<file path="src/pkg/csr_map.svh">
// Offsets, field positions and reset values of the core system registers.
// Assumes inclusion by bare name from the package, csr_stack_ptr and csr_core_regs.
`ifndef CSR_MAP_SVH
`define CSR_MAP_SVH

// Register offsets in the register file address space
`define CSR_OFS_WPTR_FIRST   8'hE8
`define CSR_OFS_WPTR_SECOND  8'hE9
`define CSR_OFS_PAGE_SEL     8'hEA
`define CSR_OFS_OPER_CTRL    8'hEB
`define CSR_OFS_UPTR_HIGH    8'hEC
`define CSR_OFS_UPTR_LOW     8'hED
`define CSR_OFS_SPTR_HIGH    8'hEE
`define CSR_OFS_SPTR_LOW     8'hEF

// Field positions
`define CSR_BLOCK_MSB        7
`define CSR_BLOCK_LSB        3
`define CSR_PTR_MODE_BIT     2
`define CSR_PAGE_MSB         7
`define CSR_PAGE_LSB         2
`define CSR_SYS_LOC_BIT      7
`define CSR_USR_LOC_BIT      6
`define CSR_HALVER_BIT       5
`define CSR_DIVIDER_MSB      4
`define CSR_DIVIDER_LSB      2
`define CSR_BRQ_GATE_BIT     1
`define CSR_FLOAT_BIT        0

// Reset values
`define CSR_OPER_CTRL_RST    8'hE0
`define CSR_PTR_RST          8'h00
`define CSR_PAGE_RST         8'h00
`define CSR_STACK_RST        16'h0000

// Sizes
`define CSR_PAGE_COUNT       64
`define CSR_BUS_LINES        16
`define CSR_MAX_PUSH         3'h4

`endif

</file>
<file path="src/pkg/csr_pkg.sv">
// Types shared by the core system register group.
// Assumes the constant header is on the include path.
package csr_pkg;
  `include "csr_map.svh"

  typedef logic [7:0]  csr_byte_t;
  typedef logic [15:0] csr_word_t;

  typedef enum logic {
    SEQ_IDLE,
    SEQ_PUSH
  } csr_seq_e;
endpackage : csr_pkg

</file>
<file path="src/verilog/csr_clk_div.sv">
// Oscillator halver followed by the core clock prescaler.
// Assumes it runs on the oscillator clock; produces one-cycle tick pulses.
`timescale 1ns/1ps
module csr_clk_div (
  input  wire logic       refClk,
  input  wire logic       rst,
  input  wire logic       halve,
  input  wire logic [2:0] divider,
  output logic            intTick,
  output logic            coreTick
);
  import csr_pkg::*;

  logic       phase_q;
  logic [2:0] count_q;
  logic       halfTick;

  // Halved clock gives a tick every other edge
  assign halfTick = halve ? phase_q : 1'b1;

  always_ff @(posedge refClk or posedge rst) begin
    if (rst) begin
      phase_q <= 1'b0;
    end else begin
      phase_q <= ~phase_q;
    end
  end

  always_ff @(posedge refClk or posedge rst) begin
    if (rst) begin
      count_q  <= 3'h0;
      intTick  <= 1'b0;
      coreTick <= 1'b0;
    end else begin
      intTick  <= halfTick;
      coreTick <= 1'b0;
      if (halfTick) begin
        // Field value n divides by n plus one
        if (count_q >= divider) begin
          count_q  <= 3'h0;
          coreTick <= 1'b1;
        end else begin
          count_q <= count_q + 3'h1;
        end
      end
    end
  end
endmodule : csr_clk_div

</file>
<file path="src/verilog/csr_stack_ptr.sv">
// One double-byte stack pointer with pre-decrement push, post-increment pop.
// Assumes the owner never pushes, pops and writes in conflicting ways.
`timescale 1ns/1ps
`include "csr_map.svh"
module csr_stack_ptr (
  input  wire logic        clk,
  input  wire logic        rst,
  input  wire logic        inRegFile,
  input  wire logic        push,
  input  wire logic        pop,
  input  wire logic        wrHigh,
  input  wire logic        wrLow,
  input  wire logic [7:0]  wrData,
  output logic      [15:0] ptr,
  output logic      [15:0] pushAddr
);
  import csr_pkg::*;

  logic [15:0] incAddr;

  // Register file stacks only move the low byte; high byte is left alone
  always_comb begin
    if (inRegFile) begin
      pushAddr = {ptr[15:8], ptr[7:0] - 8'h01};
      incAddr  = {ptr[15:8], ptr[7:0] + 8'h01};
    end else begin
      pushAddr = ptr - 16'h0001;
      incAddr  = ptr + 16'h0001;
    end
  end

  always_ff @(posedge clk or posedge rst) begin
    if (rst) begin
      ptr <= `CSR_STACK_RST;
    end else if (push) begin
      ptr <= pushAddr;
    end else if (pop) begin
      ptr <= incAddr;
    end else begin
      if (wrHigh) begin
        ptr[15:8] <= wrData;
      end
      if (wrLow) begin
        ptr[7:0] <= wrData;
      end
    end
  end
endmodule : csr_stack_ptr

</file>
<file path="src/verilog/csr_core_regs.sv">
// Core system register group: working pointers, page selector, operating
// control, stack pointers and automatic stacking for interrupts and calls.
// Assumes one core clock, instruction strobes from the executing logic and
// a register file port that reads with one cycle of latency.
//
// How it works
// - First pointer keeps a 0..31 block number in bits 7:3.
// - Single mode maps sixteen registers from the block; twin maps r0-r7.
// - Twin set-pointer sets mode bit in both pointers; single clears it.
// - Pointer bits 1:0 always read zero.
// - Second pointer holds its block in bits 7:3 and maps r8-r15.
// - Page selector holds page 0..63 in bits 7:2, low bits read zero.
// - Paged group shows one of 64 pages, valid only if present.
// - Interrupt entry never stacks the page selector.
// - Control resets to E0h; bit 7 picks system stack location.
// - Control bit 6 picks user stack location.
// - Control bit 5 halves the oscillator clock.
// - Control bits 4:2 set core clock division from 1 to 8.
// - Control bit 1 gates the external bus request input.
// - Control bit 0 floats bus port lines and strobes only.
// - Push pre-decrements the pointer, pop post-increments it.
// - Pop never writes stack memory.
// - Interrupt entry stacks PC and flags, plus code segment if enabled.
// - Near call stacks PC; segment call stacks PC and code segment.
// - Register file stacks use only the pointer low byte.
// - Odd single-mode block numbers round down to even.
`timescale 1ns/1ps
`include "csr_map.svh"
module csr_core_regs (
  input  wire logic                 ref_clk,
  input  wire logic                 rst,
  // Register file port
  input  wire logic [7:0]           regAddr,
  input  wire logic                 regWrEn,
  input  wire logic [7:0]           regWrData,
  input  wire logic                 regRdEn,
  output logic      [7:0]           regRdData,
  output logic                      regRdHit,
  // Set-pointer and set-page instructions
  input  wire logic                 setSinglePtr,
  input  wire logic                 setFirstTwinPtr,
  input  wire logic                 setSecondTwinPtr,
  input  wire logic [4:0]           blockNumber,
  input  wire logic                 setPage,
  input  wire logic [5:0]           pageNumber,
  // Working register mapping
  input  wire logic [3:0]           workRegIndex,
  output logic      [7:0]           workRegAddr,
  // Paged group
  input  wire logic [63:0]          pagePresent,
  output logic      [5:0]           pageSelected,
  output logic                      pageValid,
  // Clock control
  output logic                      intClkTick,
  output logic                      coreClkTick,
  // External bus control
  input  wire logic                 bus_request_pin,
  output logic                      busRequest,
  input  wire logic [15:0]          portLineIsBus,
  output logic      [15:0]          portLineFloat,
  output logic                      strobeFloat,
  // Automatic stacking and stack instructions
  input  wire logic                 irqEntry,
  input  wire logic                 callNear,
  input  wire logic                 callSegment,
  input  wire logic                 segment_push_enable,
  input  wire logic [15:0]          progCounter,
  input  wire logic [7:0]           flagReg,
  input  wire logic [7:0]           codeSegment,
  input  wire logic                 stackOpReq,
  input  wire logic                 stackOpPop,
  input  wire logic                 stackOpUser,
  input  wire logic [7:0]           stackOpData,
  output logic                      stackBusy,
  output logic                      stackWrEn,
  output logic                      stackRdEn,
  output logic      [15:0]          stackAddr,
  output logic      [7:0]           stackWrData,
  output logic                      stackInMemory
);
  import csr_pkg::*;

  ////////////////////////////////////////////////////////////////////////////
  // Declarations

  csr_byte_t   firstPtr_q;
  csr_byte_t   secondPtr_q;
  csr_byte_t   pageSel_q;
  csr_byte_t   operCtrl_q;
  csr_word_t   userPtr;
  csr_word_t   sysPtr;
  csr_word_t   userPushAddr;
  csr_word_t   sysPushAddr;
  csr_seq_e    seqState_q;
  csr_byte_t   pushBytes_q [0:3];
  logic [2:0]  pushLeft_q;
  logic        brqMeta_q;
  logic        brqSync_q;
  logic        wrFirst;
  logic        wrSecond;
  logic        wrPage;
  logic        wrCtrl;
  logic        startSeq;
  logic        byteOp;
  logic        userPush;
  logic        userPop;
  logic        sysPush;
  logic        sysPop;
  logic        seqPush;
  logic [4:0]  evenBlock;
  logic [7:0]  mapAddr;
  logic        twinMode;
  logic        userInRf;
  logic        sysInRf;

  assign wrFirst  = regWrEn && (regAddr == `CSR_OFS_WPTR_FIRST);
  assign wrSecond = regWrEn && (regAddr == `CSR_OFS_WPTR_SECOND);
  assign wrPage   = regWrEn && (regAddr == `CSR_OFS_PAGE_SEL);
  assign wrCtrl   = regWrEn && (regAddr == `CSR_OFS_OPER_CTRL);

  ////////////////////////////////////////////////////////////////////////////
  // Working register pointers

  // Instructions win over a register write in the same cycle
  always_ff @(posedge ref_clk or posedge rst) begin
    if (rst) begin
      firstPtr_q <= `CSR_PTR_RST;
    end else if (setSinglePtr) begin
      firstPtr_q <= {blockNumber, 3'b000};
    end else if (setFirstTwinPtr) begin
      firstPtr_q <= {blockNumber, 3'b100};
    end else if (setSecondTwinPtr) begin
      firstPtr_q[`CSR_PTR_MODE_BIT] <= 1'b1;
    end else if (wrFirst) begin
      firstPtr_q <= {regWrData[7:2], 2'b00};
    end
  end

  always_ff @(posedge ref_clk or posedge rst) begin
    if (rst) begin
      secondPtr_q <= `CSR_PTR_RST;
    end else if (setSecondTwinPtr) begin
      secondPtr_q <= {blockNumber, 3'b100};
    end else if (setFirstTwinPtr) begin
      secondPtr_q[`CSR_PTR_MODE_BIT] <= 1'b1;
    end else if (setSinglePtr) begin
      secondPtr_q[`CSR_PTR_MODE_BIT] <= 1'b0;
    end else if (wrSecond) begin
      secondPtr_q <= {regWrData[7:2], 2'b00};
    end
  end

  assign twinMode  = firstPtr_q[`CSR_PTR_MODE_BIT];
  // Odd block keeps sixteen registers on a 16-register boundary
  assign evenBlock = {firstPtr_q[7:4], 1'b0};

  always_comb begin
    if (!twinMode) begin
      mapAddr = {evenBlock, 3'b000} + {4'h0, workRegIndex};
    end else if (!workRegIndex[3]) begin
      mapAddr = {firstPtr_q[7:3], workRegIndex[2:0]};
    end else begin
      mapAddr = {secondPtr_q[7:3], workRegIndex[2:0]};
    end
  end

  always_ff @(posedge ref_clk or posedge rst) begin
    if (rst) begin
      workRegAddr <= 8'h00;
    end else begin
      workRegAddr <= mapAddr;
    end
  end

  ////////////////////////////////////////////////////////////////////////////
  // Page selector

  always_ff @(posedge ref_clk or posedge rst) begin
    if (rst) begin
      pageSel_q <= `CSR_PAGE_RST;
    end else if (setPage) begin
      pageSel_q <= {pageNumber, 2'b00};
    end else if (wrPage) begin
      pageSel_q <= {regWrData[7:2], 2'b00};
    end
  end

  // An absent peripheral leaves its page empty
  always_ff @(posedge ref_clk or posedge rst) begin
    if (rst) begin
      pageSelected <= 6'h00;
      pageValid    <= 1'b0;
    end else begin
      pageSelected <= pageSel_q[7:2];
      pageValid    <= pagePresent[pageSel_q[7:2]];
    end
  end

  ////////////////////////////////////////////////////////////////////////////
  // Operating control

  always_ff @(posedge ref_clk or posedge rst) begin
    if (rst) begin
      operCtrl_q <= `CSR_OPER_CTRL_RST;
    end else if (wrCtrl) begin
      operCtrl_q <= regWrData;
    end
  end

  csr_clk_div uClkDiv (
    .refClk   (ref_clk),
    .rst      (rst),
    .halve    (operCtrl_q[`CSR_HALVER_BIT]),
    .divider  (operCtrl_q[`CSR_DIVIDER_MSB:`CSR_DIVIDER_LSB]),
    .intTick  (intClkTick),
    .coreTick (coreClkTick)
  );

  // Pin is asynchronous; second flop alone feeds the gate
  always_ff @(posedge ref_clk or posedge rst) begin
    if (rst) begin
      brqMeta_q  <= 1'b0;
      brqSync_q  <= 1'b0;
      busRequest <= 1'b0;
    end else begin
      brqMeta_q  <= bus_request_pin;
      brqSync_q  <= brqMeta_q;
      busRequest <= brqSync_q && operCtrl_q[`CSR_BRQ_GATE_BIT];
    end
  end

  // Lines left as plain I/O are never floated
  always_ff @(posedge ref_clk or posedge rst) begin
    if (rst) begin
      portLineFloat <= 16'h0000;
      strobeFloat   <= 1'b0;
    end else begin
      portLineFloat <= portLineIsBus & {16{operCtrl_q[`CSR_FLOAT_BIT]}};
      strobeFloat   <= operCtrl_q[`CSR_FLOAT_BIT];
    end
  end

  ////////////////////////////////////////////////////////////////////////////
  // Stack pointers

  assign sysInRf  = operCtrl_q[`CSR_SYS_LOC_BIT];
  assign userInRf = operCtrl_q[`CSR_USR_LOC_BIT];

  assign startSeq = (seqState_q == SEQ_IDLE) &&
                    (irqEntry || callNear || callSegment);
  assign byteOp   = (seqState_q == SEQ_IDLE) && !startSeq && stackOpReq;
  assign seqPush  = (seqState_q == SEQ_PUSH);
  assign userPush = byteOp && stackOpUser && !stackOpPop;
  assign userPop  = byteOp && stackOpUser && stackOpPop;
  assign sysPush  = seqPush || (byteOp && !stackOpUser && !stackOpPop);
  assign sysPop   = byteOp && !stackOpUser && stackOpPop;
  assign stackBusy = seqPush;

  csr_stack_ptr uUserPtr (
    .clk       (ref_clk),
    .rst       (rst),
    .inRegFile (userInRf),
    .push      (userPush),
    .pop       (userPop),
    .wrHigh    (regWrEn && (regAddr == `CSR_OFS_UPTR_HIGH)),
    .wrLow     (regWrEn && (regAddr == `CSR_OFS_UPTR_LOW)),
    .wrData    (regWrData),
    .ptr       (userPtr),
    .pushAddr  (userPushAddr)
  );

  csr_stack_ptr uSysPtr (
    .clk       (ref_clk),
    .rst       (rst),
    .inRegFile (sysInRf),
    .push      (sysPush),
    .pop       (sysPop),
    .wrHigh    (regWrEn && (regAddr == `CSR_OFS_SPTR_HIGH)),
    .wrLow     (regWrEn && (regAddr == `CSR_OFS_SPTR_LOW)),
    .wrData    (regWrData),
    .ptr       (sysPtr),
    .pushAddr  (sysPushAddr)
  );

  ////////////////////////////////////////////////////////////////////////////
  // Automatic stacking sequencer

  // Bytes go out PC low, PC high, then flags and/or code segment; page selector stays
  always_ff @(posedge ref_clk or posedge rst) begin
    if (rst) begin
      seqState_q <= SEQ_IDLE;
      pushLeft_q <= 3'h0;
      for (int i = 0; i < 4; i++) begin
        pushBytes_q[i] <= 8'h00;
      end
    end else begin
      case (seqState_q)
        SEQ_IDLE: begin
          if (startSeq) begin
            seqState_q     <= SEQ_PUSH;
            pushBytes_q[0] <= progCounter[7:0];
            pushBytes_q[1] <= progCounter[15:8];
            if (irqEntry) begin
              pushBytes_q[2] <= flagReg;
              pushBytes_q[3] <= codeSegment;
              pushLeft_q     <= segment_push_enable ? `CSR_MAX_PUSH
                                                    : 3'h3;
            end else if (callSegment) begin
              pushBytes_q[2] <= codeSegment;
              pushBytes_q[3] <= 8'h00;
              pushLeft_q     <= 3'h3;
            end else begin
              pushBytes_q[2] <= 8'h00;
              pushBytes_q[3] <= 8'h00;
              pushLeft_q     <= 3'h2;
            end
          end
        end
        SEQ_PUSH: begin
          for (int i = 0; i < 3; i++) begin
            pushBytes_q[i] <= pushBytes_q[i + 1];
          end
          pushBytes_q[3] <= 8'h00;
          pushLeft_q     <= pushLeft_q - 3'h1;
          if (pushLeft_q == 3'h1) begin
            seqState_q <= SEQ_IDLE;
          end
        end
        default: begin
          seqState_q <= SEQ_IDLE;
        end
      endcase
    end
  end

  // Memory strobes: push writes at the decremented address, pop reads the
  // current one and writes nothing
  always_ff @(posedge ref_clk or posedge rst) begin
    if (rst) begin
      stackWrEn     <= 1'b0;
      stackRdEn     <= 1'b0;
      stackAddr     <= 16'h0000;
      stackWrData   <= 8'h00;
      stackInMemory <= 1'b0;
    end else begin
      stackWrEn <= userPush || sysPush;
      stackRdEn <= userPop || sysPop;
      if (userPush) begin
        stackAddr     <= userPushAddr;
        stackWrData   <= stackOpData;
        stackInMemory <= !userInRf;
      end else if (sysPush) begin
        stackAddr     <= sysPushAddr;
        stackWrData   <= seqPush ? pushBytes_q[0] : stackOpData;
        stackInMemory <= !sysInRf;
      end else if (userPop) begin
        stackAddr     <= userPtr;
        stackInMemory <= !userInRf;
      end else if (sysPop) begin
        stackAddr     <= sysPtr;
        stackInMemory <= !sysInRf;
      end
    end
  end

  ////////////////////////////////////////////////////////////////////////////
  // Register read port

  always_ff @(posedge ref_clk or posedge rst) begin
    if (rst) begin
      regRdData <= 8'h00;
      regRdHit  <= 1'b0;
    end else begin
      regRdHit  <= 1'b0;
      regRdData <= 8'h00;
      if (regRdEn) begin
        regRdHit <= 1'b1;
        case (regAddr)
          `CSR_OFS_WPTR_FIRST:  regRdData <= firstPtr_q;
          `CSR_OFS_WPTR_SECOND: regRdData <= secondPtr_q;
          `CSR_OFS_PAGE_SEL:    regRdData <= pageSel_q;
          `CSR_OFS_OPER_CTRL:   regRdData <= operCtrl_q;
          `CSR_OFS_UPTR_HIGH:   regRdData <= userPtr[15:8];
          `CSR_OFS_UPTR_LOW:    regRdData <= userPtr[7:0];
          `CSR_OFS_SPTR_HIGH:   regRdData <= sysPtr[15:8];
          `CSR_OFS_SPTR_LOW:    regRdData <= sysPtr[7:0];
          default:              regRdHit  <= 1'b0;
        endcase
      end
    end
  end
endmodule : csr_core_regs

</file>
<file path="config.mk">
export PLATFORM = sky130hd
export DESIGN_NAME = csr_core_regs
export DESIGN_NICKNAME = d
export VERILOG_FILES = /design/src/pkg/csr_pkg.sv /design/src/verilog/csr_clk_div.sv /design/src/verilog/csr_stack_ptr.sv /design/src/verilog/csr_core_regs.sv
export VERILOG_INCLUDE_DIRS = /design/src /design/src/pkg
export SDC_FILE = /design/constraint.sdc
export NUM_CORES = 1
export LEC_CHECK = 0
export BUFFER_PORTS_ARGS = -buffer_cell sky130_fd_sc_hd__buf_2
export CAP_MARGIN = 25
export CORE_MARGIN = 1.5
export CORE_UTILIZATION = 49
export DETAILED_ROUTE_END_ITERATION = 7
export PLACE_DENSITY = 0.77
export SETUP_SLACK_MARGIN = 0.15
export SLEW_MARGIN = 20
export SYNTH_ARGS = -nofsm -noshare
export SYNTH_HDL_FRONTEND = slang
export SYNTH_SLANG_ARGS = --single-unit
export TNS_END_PERCENT = 10
</file>
<file path="constraint.sdc">
create_clock -name ref_clk -period 4.5 [get_ports ref_clk]
set_input_delay 0 -clock ref_clk [delete_from_list [all_inputs] [get_ports ref_clk]]
set_output_delay 0 -clock ref_clk [all_outputs]
set_load 0.02 [all_outputs]
</file>
# After elaboration in Yosys (flattened, before gate mapping)
# Cells that the tools add are included.
dict set report totals {
  ff_bits 177
  inputBits 167
  ram_bits 0
  mem_count 0
  romBits 0
  latchBits 0
}
dict set report op_classes {
  addsub 11
  eq_ne 15
  magnitude_cmp 2
  div_mod_pow 0
  n_reduce_logical 44
  mul 0
  n_shift 0
  bitwise 3
  n_mux 63
}
# operator count
set op_table {}
lappend op_table {{16-bit 2-to-1 mux} 14}
lappend op_table {{8-bit 2-to-1 mux} 17}
lappend op_table {{8-bit == test (second input constant)} 8}
lappend op_table {{32-bit one-hot mux with 2 select lines} 1}
lappend op_table {{8-bit one-hot mux with 8 select lines} 1}
lappend op_table {{16-bit by 1-bit adder with 16-bit output (second input constant)} 2}
lappend op_table {{32-bit 2-to-1 mux} 1}
lappend op_table {{16-bit by 1-bit subtractor with 16-bit output (second input constant)} 2}
lappend op_table {{1-bit logical AND} 18}
lappend op_table {{8-bit by 1-bit adder with 8-bit output (second input constant)} 2}
lappend op_table {{16-bit AND} 1}
lappend op_table {{1-bit 2-to-1 mux} 16}
lappend op_table {{8-bit by 1-bit subtractor with 8-bit output (second input constant)} 2}
lappend op_table {{5-bit 2-to-1 mux} 3}
lappend op_table {{3-bit nonzero test} 5}
lappend op_table {{3-bit 2-to-1 mux} 4}
lappend op_table {{4-bit nonzero test} 3}
lappend op_table {{3-bit != test (second input constant)} 3}
lappend op_table {{8-bit by 4-bit adder with 8-bit output} 1}
lappend op_table {{8-bit OR reduction} 1}
lappend op_table {{6-bit by 7-bit less-than comparator with 1-bit output (second input constant)} 1}
lappend op_table {{1-bit binary-select mux with 6-bit select} 1}
lappend op_table {{2-bit 2-to-1 mux} 3}
lappend op_table {{3-bit one-hot mux with 2 select lines} 1}
lappend op_table {{13 further kinds} 27}

# Logic depth before layout (Yosys ltp)
dict set report logic_depth {
  word_depth 12
  mapped_depth 10
  ltp_nobuf 8
}

# Cells and area by module
# From an unflattened synthesis, not the netlist that was laid out.
dict set report unflattened {
  hier_cells 980
  hier_area_um2 10030.9
}
# module area_per_inst_um2 cells_per_inst instances seq_area_each_um2
set modules_own_cells {}
lappend modules_own_cells {csr_core_regs 6598.8 560 1 3331.9}
lappend modules_own_cells {csr_stack_ptr 1559.0 195 2 400.4}
lappend modules_own_cells {csr_clk_div 314.1 30 1 150.1}

# Worst setup path before layout
# Ideal clock, no wire load.
dict set report synth_path {
  kind {register to register}
  start {register uUserPtr.ptr[1]}
  end {register stackAddr[11]}
  path_buffers 1
  t_required_ps 4369
  path_slack_ps 2145
  setup_time_ps 131
  path_stages_with_launch 8
  arrival_ps 2224
  path_cell_list {dfrtp_1 or4_4 or4_4 buf_6 or3_4 xnor2_2 o22ai_1 a21oi_2}
}
dict set report synth_between {
  elab_chain_len 3
}
# element line
set synth_rtl {}
lappend synth_rtl {{start, declared} csr_stack_ptr.sv:14} ;# output logic [15:0] ptr,
lappend synth_rtl {{start signal, assigned} csr_stack_ptr.sv:34} ;# ptr <= `CSR_STACK_RST;
lappend synth_rtl {{start signal, assigned} csr_stack_ptr.sv:36} ;# ptr <= pushAddr;
lappend synth_rtl {{start signal, assigned} csr_stack_ptr.sv:38} ;# ptr <= incAddr;
lappend synth_rtl {{16-bit by 1-bit subtractor with 16-bit output} csr_stack_ptr.sv:27} ;# pushAddr = ptr - 16'h0001;
lappend synth_rtl {{16-bit 2-to-1 mux} csr_stack_ptr.sv:23} ;# if (inRegFile) begin
lappend synth_rtl {{16-bit 2-to-1 mux} csr_core_regs.sv:348} ;# if (userPush) begin
lappend synth_rtl {{end signal, assigned} csr_core_regs.sv:349} ;# stackAddr <= userPushAddr;
lappend synth_rtl {{end signal, assigned} csr_core_regs.sv:353} ;# stackAddr <= sysPushAddr;
lappend synth_rtl {{end signal, assigned} csr_core_regs.sv:357} ;# stackAddr <= userPtr;
lappend synth_rtl {{end, declared} csr_core_regs.sv:77} ;# output logic [15:0] stackAddr,
# No other way between the ends.
# A chain may end at the register's enable or synchronous reset.

# Worst setup path after layout
dict set report layout_path {
  start {register seqState_q, in the netlist stackBusy}
  end {register uSysPtr.ptr[7]}
}
dict set report layout_between {
  elab_chain_len 9
  elab_cells_between_ends 12
  cone_classes {mux (2); bitwise (1); reduce/logical (9)}
}
# element line
set layout_rtl {}
lappend layout_rtl {{start, declared} csr_core_regs.sv:94} ;# csr_seq_e seqState_q;
lappend layout_rtl {{start signal, assigned} csr_core_regs.sv:291} ;# seqState_q <= SEQ_IDLE;
lappend layout_rtl {{start signal, assigned} csr_core_regs.sv:300} ;# seqState_q <= SEQ_PUSH;
lappend layout_rtl {{start signal, assigned} csr_core_regs.sv:326} ;# seqState_q <= SEQ_IDLE;
lappend layout_rtl {{1-bit inverter} n/a}
lappend layout_rtl {{1-bit logical AND} csr_core_regs.sv:249} ;# assign startSeq = (seqState_q == SEQ_IDLE) &&
lappend layout_rtl {{1-bit logical NOT} csr_core_regs.sv:251} ;# assign byteOp = (seqState_q == SEQ_IDLE) && !startSeq && stackOpReq;
lappend layout_rtl {{1-bit logical AND (2 in series)} csr_core_regs.sv:251}
lappend layout_rtl {{1-bit logical AND} {csr_core_regs.sv:255, csr_core_regs.sv:256}}
lappend layout_rtl {{1-bit logical AND (on tied branches)} {csr_core_regs.sv:256, csr_core_regs.sv:255}}
lappend layout_rtl {{16-bit 2-to-1 mux / 1-bit logical OR (equally long branches)} {csr_stack_ptr.sv:37, csr_core_regs.sv:255}}
lappend layout_rtl {{16-bit 2-to-1 mux / 3-bit nonzero test (equally long branches)} n/a}
lappend layout_rtl {{end signal, assigned} csr_stack_ptr.sv:34}
lappend layout_rtl {{end signal, assigned} csr_stack_ptr.sv:36}
lappend layout_rtl {{end signal, assigned} csr_stack_ptr.sv:38}
lappend layout_rtl {{end, declared} csr_stack_ptr.sv:14}
# Several ways; a longest one is shown, not always the timed one.

==> results.rst <==
.. list-table::
   :header-rows: 1

   * - Metric
     - Value
   * - Result of the run
     - complete, no violations
   * - Worst setup skew after layout
     - 0.0119 ns
   * - Standard cell core area
     - 0.0202 sq mm
   * - Tightest slew margin relative to the limit
     - 0.340
   * - Fraction of power consumed by combinational cells
     - 0.382
   * - Setup repair after global routing missed its margin
     - no
   * - Largest fanout of any net on the critical path
     - 80
   * - Req. time, crit path
     - 4.78 ns
   * - PD cells
     - 511 mW/mm^2
   * - Aggregate routed wire length
     - 33,400 um
   * - Hold-fix buffers, CTS
     - 99
   * - Count of TritonRoute iterations in the first routing pass
     - 6
   * - Hold Fails Final Rpt
     - 0
   * - Net count after synthesis
     - 1,283
   * - Fmax
     - 347 MHz
   * - Average detailed-routed wire length per instance
     - 20.0 um
   * - Antenna diode count
     - 0
   * - Arrival time at the worst endpoint
     - 3.16 ns
   * - Static Leakage
     - 5.90 nW
   * - Quantity of gates resized following cts
     - 0
   * - Cells after Synth
     - 1,106
   * - Peak supply drop
     - 0.329 mV
   * - Area growth, synth to finish
     - 28.7%
   * - Yosys cell types
     - 74
   * - Global-route usage over all layers
     - 0.316
   * - TritonCTS Buffers
     - 17
   * - Post-synthesis instance area
     - 0.0101 sq mm
   * - Post-CTS setup-driven buffer insertion count
     - 0
   * - Clock Latency Late Sink
     - 0.44 ns
   * - Starting density of the core
     - 0.499
   * - Longest individual stage delay on the worst path
     - 0.60 ns
   * - Most numerous cell in the Yosys netlist
     - sky130_fd_sc_hd__dfrtp_1
   * - Number of buffers on the longest clock path
     - 2
   * - Final cell count without fillers
     - 1,667
   * - Die area
     - 0.0215 sq mm
   * - Mean number of vias per cell
     - 6.06
   * - Mean post-synth cell area
     - 9.12 sq um
   * - Highest layer used for signal routing
     - met4
   * - Warning count from the yosys run
     - 0
   * - Final period demand of the worst path
     - 2.88 ns
   * - IO buf count
     - 238
   * - Setup-failing EPs final
     - 0
   * - Final antenna-violating net count
     - 0
   * - H-tree Lvls
     - 4
   * - DP HPWL
     - 22,200 um
   * - Met3 wirelength from detailed routing
     - 3050 um
   * - Chip Height
     - 146 um
   * - DRC marker count from the first detailed-route iteration
     - 1,251
   * - Number of sinks on the clock net
     - 171
   * - Cell mode on critical path
     - sky130_fd_sc_hd__nand2_1
   * - Worst reg-to-reg setup slack
     - 1.62 ns
   * - Cell total after placement
     - 1,536
   * - Worst min path class
     - in -> reg
   * - Clk slew on worst S/H paths
     - 0.08 ns
   * - Predominant post-synthesis flop cell
     - sky130_fd_sc_hd__dfrtp_1
   * - Fraction of final layout cells sized beyond drive strength 1
     - 0.247
   * - Vias in the first global route
     - 10,052
   * - Global-route wire length before repair
     - 53,500 um
   * - DRC errors left
     - 0
   * - Initial antenna violation count
     - 0
   * - Dominant cells by area after synthesis
     - sky130_fd_sc_hd__dfrtp_1 (42%), sky130_fd_sc_hd__mux4_2 (6.0%), sky130_fd_sc_hd__mux2i_1 (5.4%)
   * - Number of standard-cell rows in the floorplan
     - 52
   * - Fillcell total
     - 1,587
   * - Post-synth ARST share
     - 1.00
   * - Switching Power
     - 2.89 mW
   * - Total of flip-flops plus latches after synthesis
     - 171
   * - Max-capacitance violation count
     - 0
   * - Boundary Pins
     - 239
   * - Fraction of synthesized cell area taken by the top area cell type
     - 0.417
   * - Setup total negative slack
     - 0 ns
   * - Launching element type of the critical path
     - flip-flop
   * - CP Capture Type
     - flip-flop
   * - Total number of vias
     - 10,095
   * - Proportion of power drawn by the clock network
     - 0.233
   * - Total routed wire length on the met1 layer
     - 12,800 um
   * - Total number of nets in the final design
     - 1,561
   * - Switching Fraction
     - 0.435
   * - Worst path slowest cell
     - sky130_fd_sc_hd__buf_4
   * - Most frequent cells after synthesis
     - sky130_fd_sc_hd__dfrtp_1 (168), sky130_fd_sc_hd__nand2_1 (128), sky130_fd_sc_hd__o21ai_0 (108)
   * - Leading area contributor after synthesis
     - sky130_fd_sc_hd__dfrtp_1
   * - Clock tree from TritonCTS
     - yes
   * - Cells along the critical path
     - buf_4 -> inv_1 -> nand2_1 -> a32o_1 -> nand2_1 -> a21oi_1 -> o31ai_1
   * - Maximum number of pins on one net before global-route repair
     - 81
   * - Die X
     - 146 um
   * - Sequential share of the synthesized area
     - 0.425
   * - Pint
     - 3.75 mW
   * - Fin. max-slew vios
     - 0
   * - Last weighted congestion value of the routability-driven placer
     - 0.981
   * - Sequential group share of total power
     - 0.385
   * - Kind of critical path
     - reg -> reg
   * - Pin slew with the least headroom to its limit
     - 0.990 ns
   * - Clock root buffer master
     - sky130_fd_sc_hd__clkbuf_16
   * - Number of synthesized flops with an enable pin
     - 0
   * - Met2 Wirelength
     - 16,000 um
   * - Overflow left after global routing
     - 0
   * - Share of the cycle needed by the critical path after routing
     - 0.641
==> sequential cells by signal (all words and copies together), names as in the netlist, 16 cells and up <==
signal,cells
portLineFloat,16
pushBytes_q,32
stackAddr,16
uSysPtr.ptr,16
uUserPtr.ptr,16
==> final timing paths <==
check | from | to | depth (start not counted)
worst max-delay path | stackBusy$_DFF_PP0_ | uSysPtr.ptr[7]$_DFFE_PP0P_ | 7
worst min-delay path | setSecondTwinPtr | secondPtr_q[6]$_DFFE_PP0P_ | 3
worst max register to register | stackBusy$_DFF_PP0_ | uSysPtr.ptr[7]$_DFFE_PP0P_ | 7
worst min register to register | brqMeta_q$_DFF_PP0_ | brqSync_q$_DFF_PP0_ | 0
max in group asynchronous | rst | pushBytes_q[10]$_DFFE_PP0P_ | 4
min in group asynchronous | rst | pageSelected[4]$_DFF_PP0_ | 3
==> power by group through the flow <==
stage,sequential (mW),clock (mW),combinational [mW]
after floorplan,2.34,0,1.79
after global placement,2.53,0,2.36
after detailed placement,2.54,0,2.41
after CTS,2.52,1.55,2.49
after global routing,2.60,1.62,2.77
final,2.56,1.55,2.54
==> routing by layer <==
| metal | vias to the layer above | track usage |
|---|---|---|
| met5 | - | 0 |
| met4 | 0 | 0.160 |
| met3 | 140 | 0.0531 |
| met2 | 660 | 0.513 |
| met1 | 4758 | 0.410 |
| li1 | 4537 | - |
==> worst max-delay path: cells and delay by family, from the launching register on <==
family,cells,cell delay [ns]
flip-flops,1,0.36
buffers and inverters,2,1.04
AND/OR/NAND/NOR,2,0.68
AO/OA/AOI/OAI,3,0.63
==> cell families after synthesis <==
kind of cell	after synthesis	share of synthesized area
xor+xnor	36	0.0320
simple gates	379	0.178
compound gates	299	0.179
mux	95	0.129
flops	171	0.425
fa+ha+maj	10	0.0124
buf+inv	116	0.0447
==> cells in the final DEF (no fill, tap or decap), drive strengths merged, types with 6 or more instances in the layout <==
master and instances:
nor2b 6, or4 7, xnor2 22, and2 19
nor3b 12, nand4 7, a21oi 76, buf 249
dlygate4sd3 99, nor4 12, inv 30, mux2 14
nor3 22, nand3 33, o21ai 113, clkinv 10
o211ai 6, mux2i 54, xor2 14, nand2b 7
nand2 128, clkbuf 17, nor2 105, o22ai 14
mux4 27, o31ai 9, ha 10, dfrtp 168
or3 7, a22oi 15, a31oi 16
==> cell type report <==
type	instances	area (sq um)	share of cell area
Timing Repair Buffer	348	2260	0.174
Multi-Input combinational cell	819	5360	0.413
Inverter	27	105	0.00809
Clock inverter	15	213	0.0164
Sequential cell	171	4280	0.330
Tap cell	270	338	0.0260
Clock buffer	17	425	0.0328
==> stage by stage <==
step | hold WS [ns] | setup WS [ns] | total power, mW | util | instance area, sq um
2_1_floorplan | 0.0314 | 2.14 | 4.13 | - | 10100
3_5_place_dp | 0.109 | 1.61 | 4.95 | 0.561 | 11400
3_3_place_gp | 0.109 | 1.67 | 4.89 | 0.561 | 11300
4_1_cts | 0.00727 | 1.71 | 6.56 | 0.642 | 13000
6_report | 0.0249 | 1.62 | 6.64 | 0.642 | 13000
5_1_grt | 0.0310 | 1.38 | 6.98 | 0.642 | 13000
Note: power is estimated with default switching activity, not from simulation.
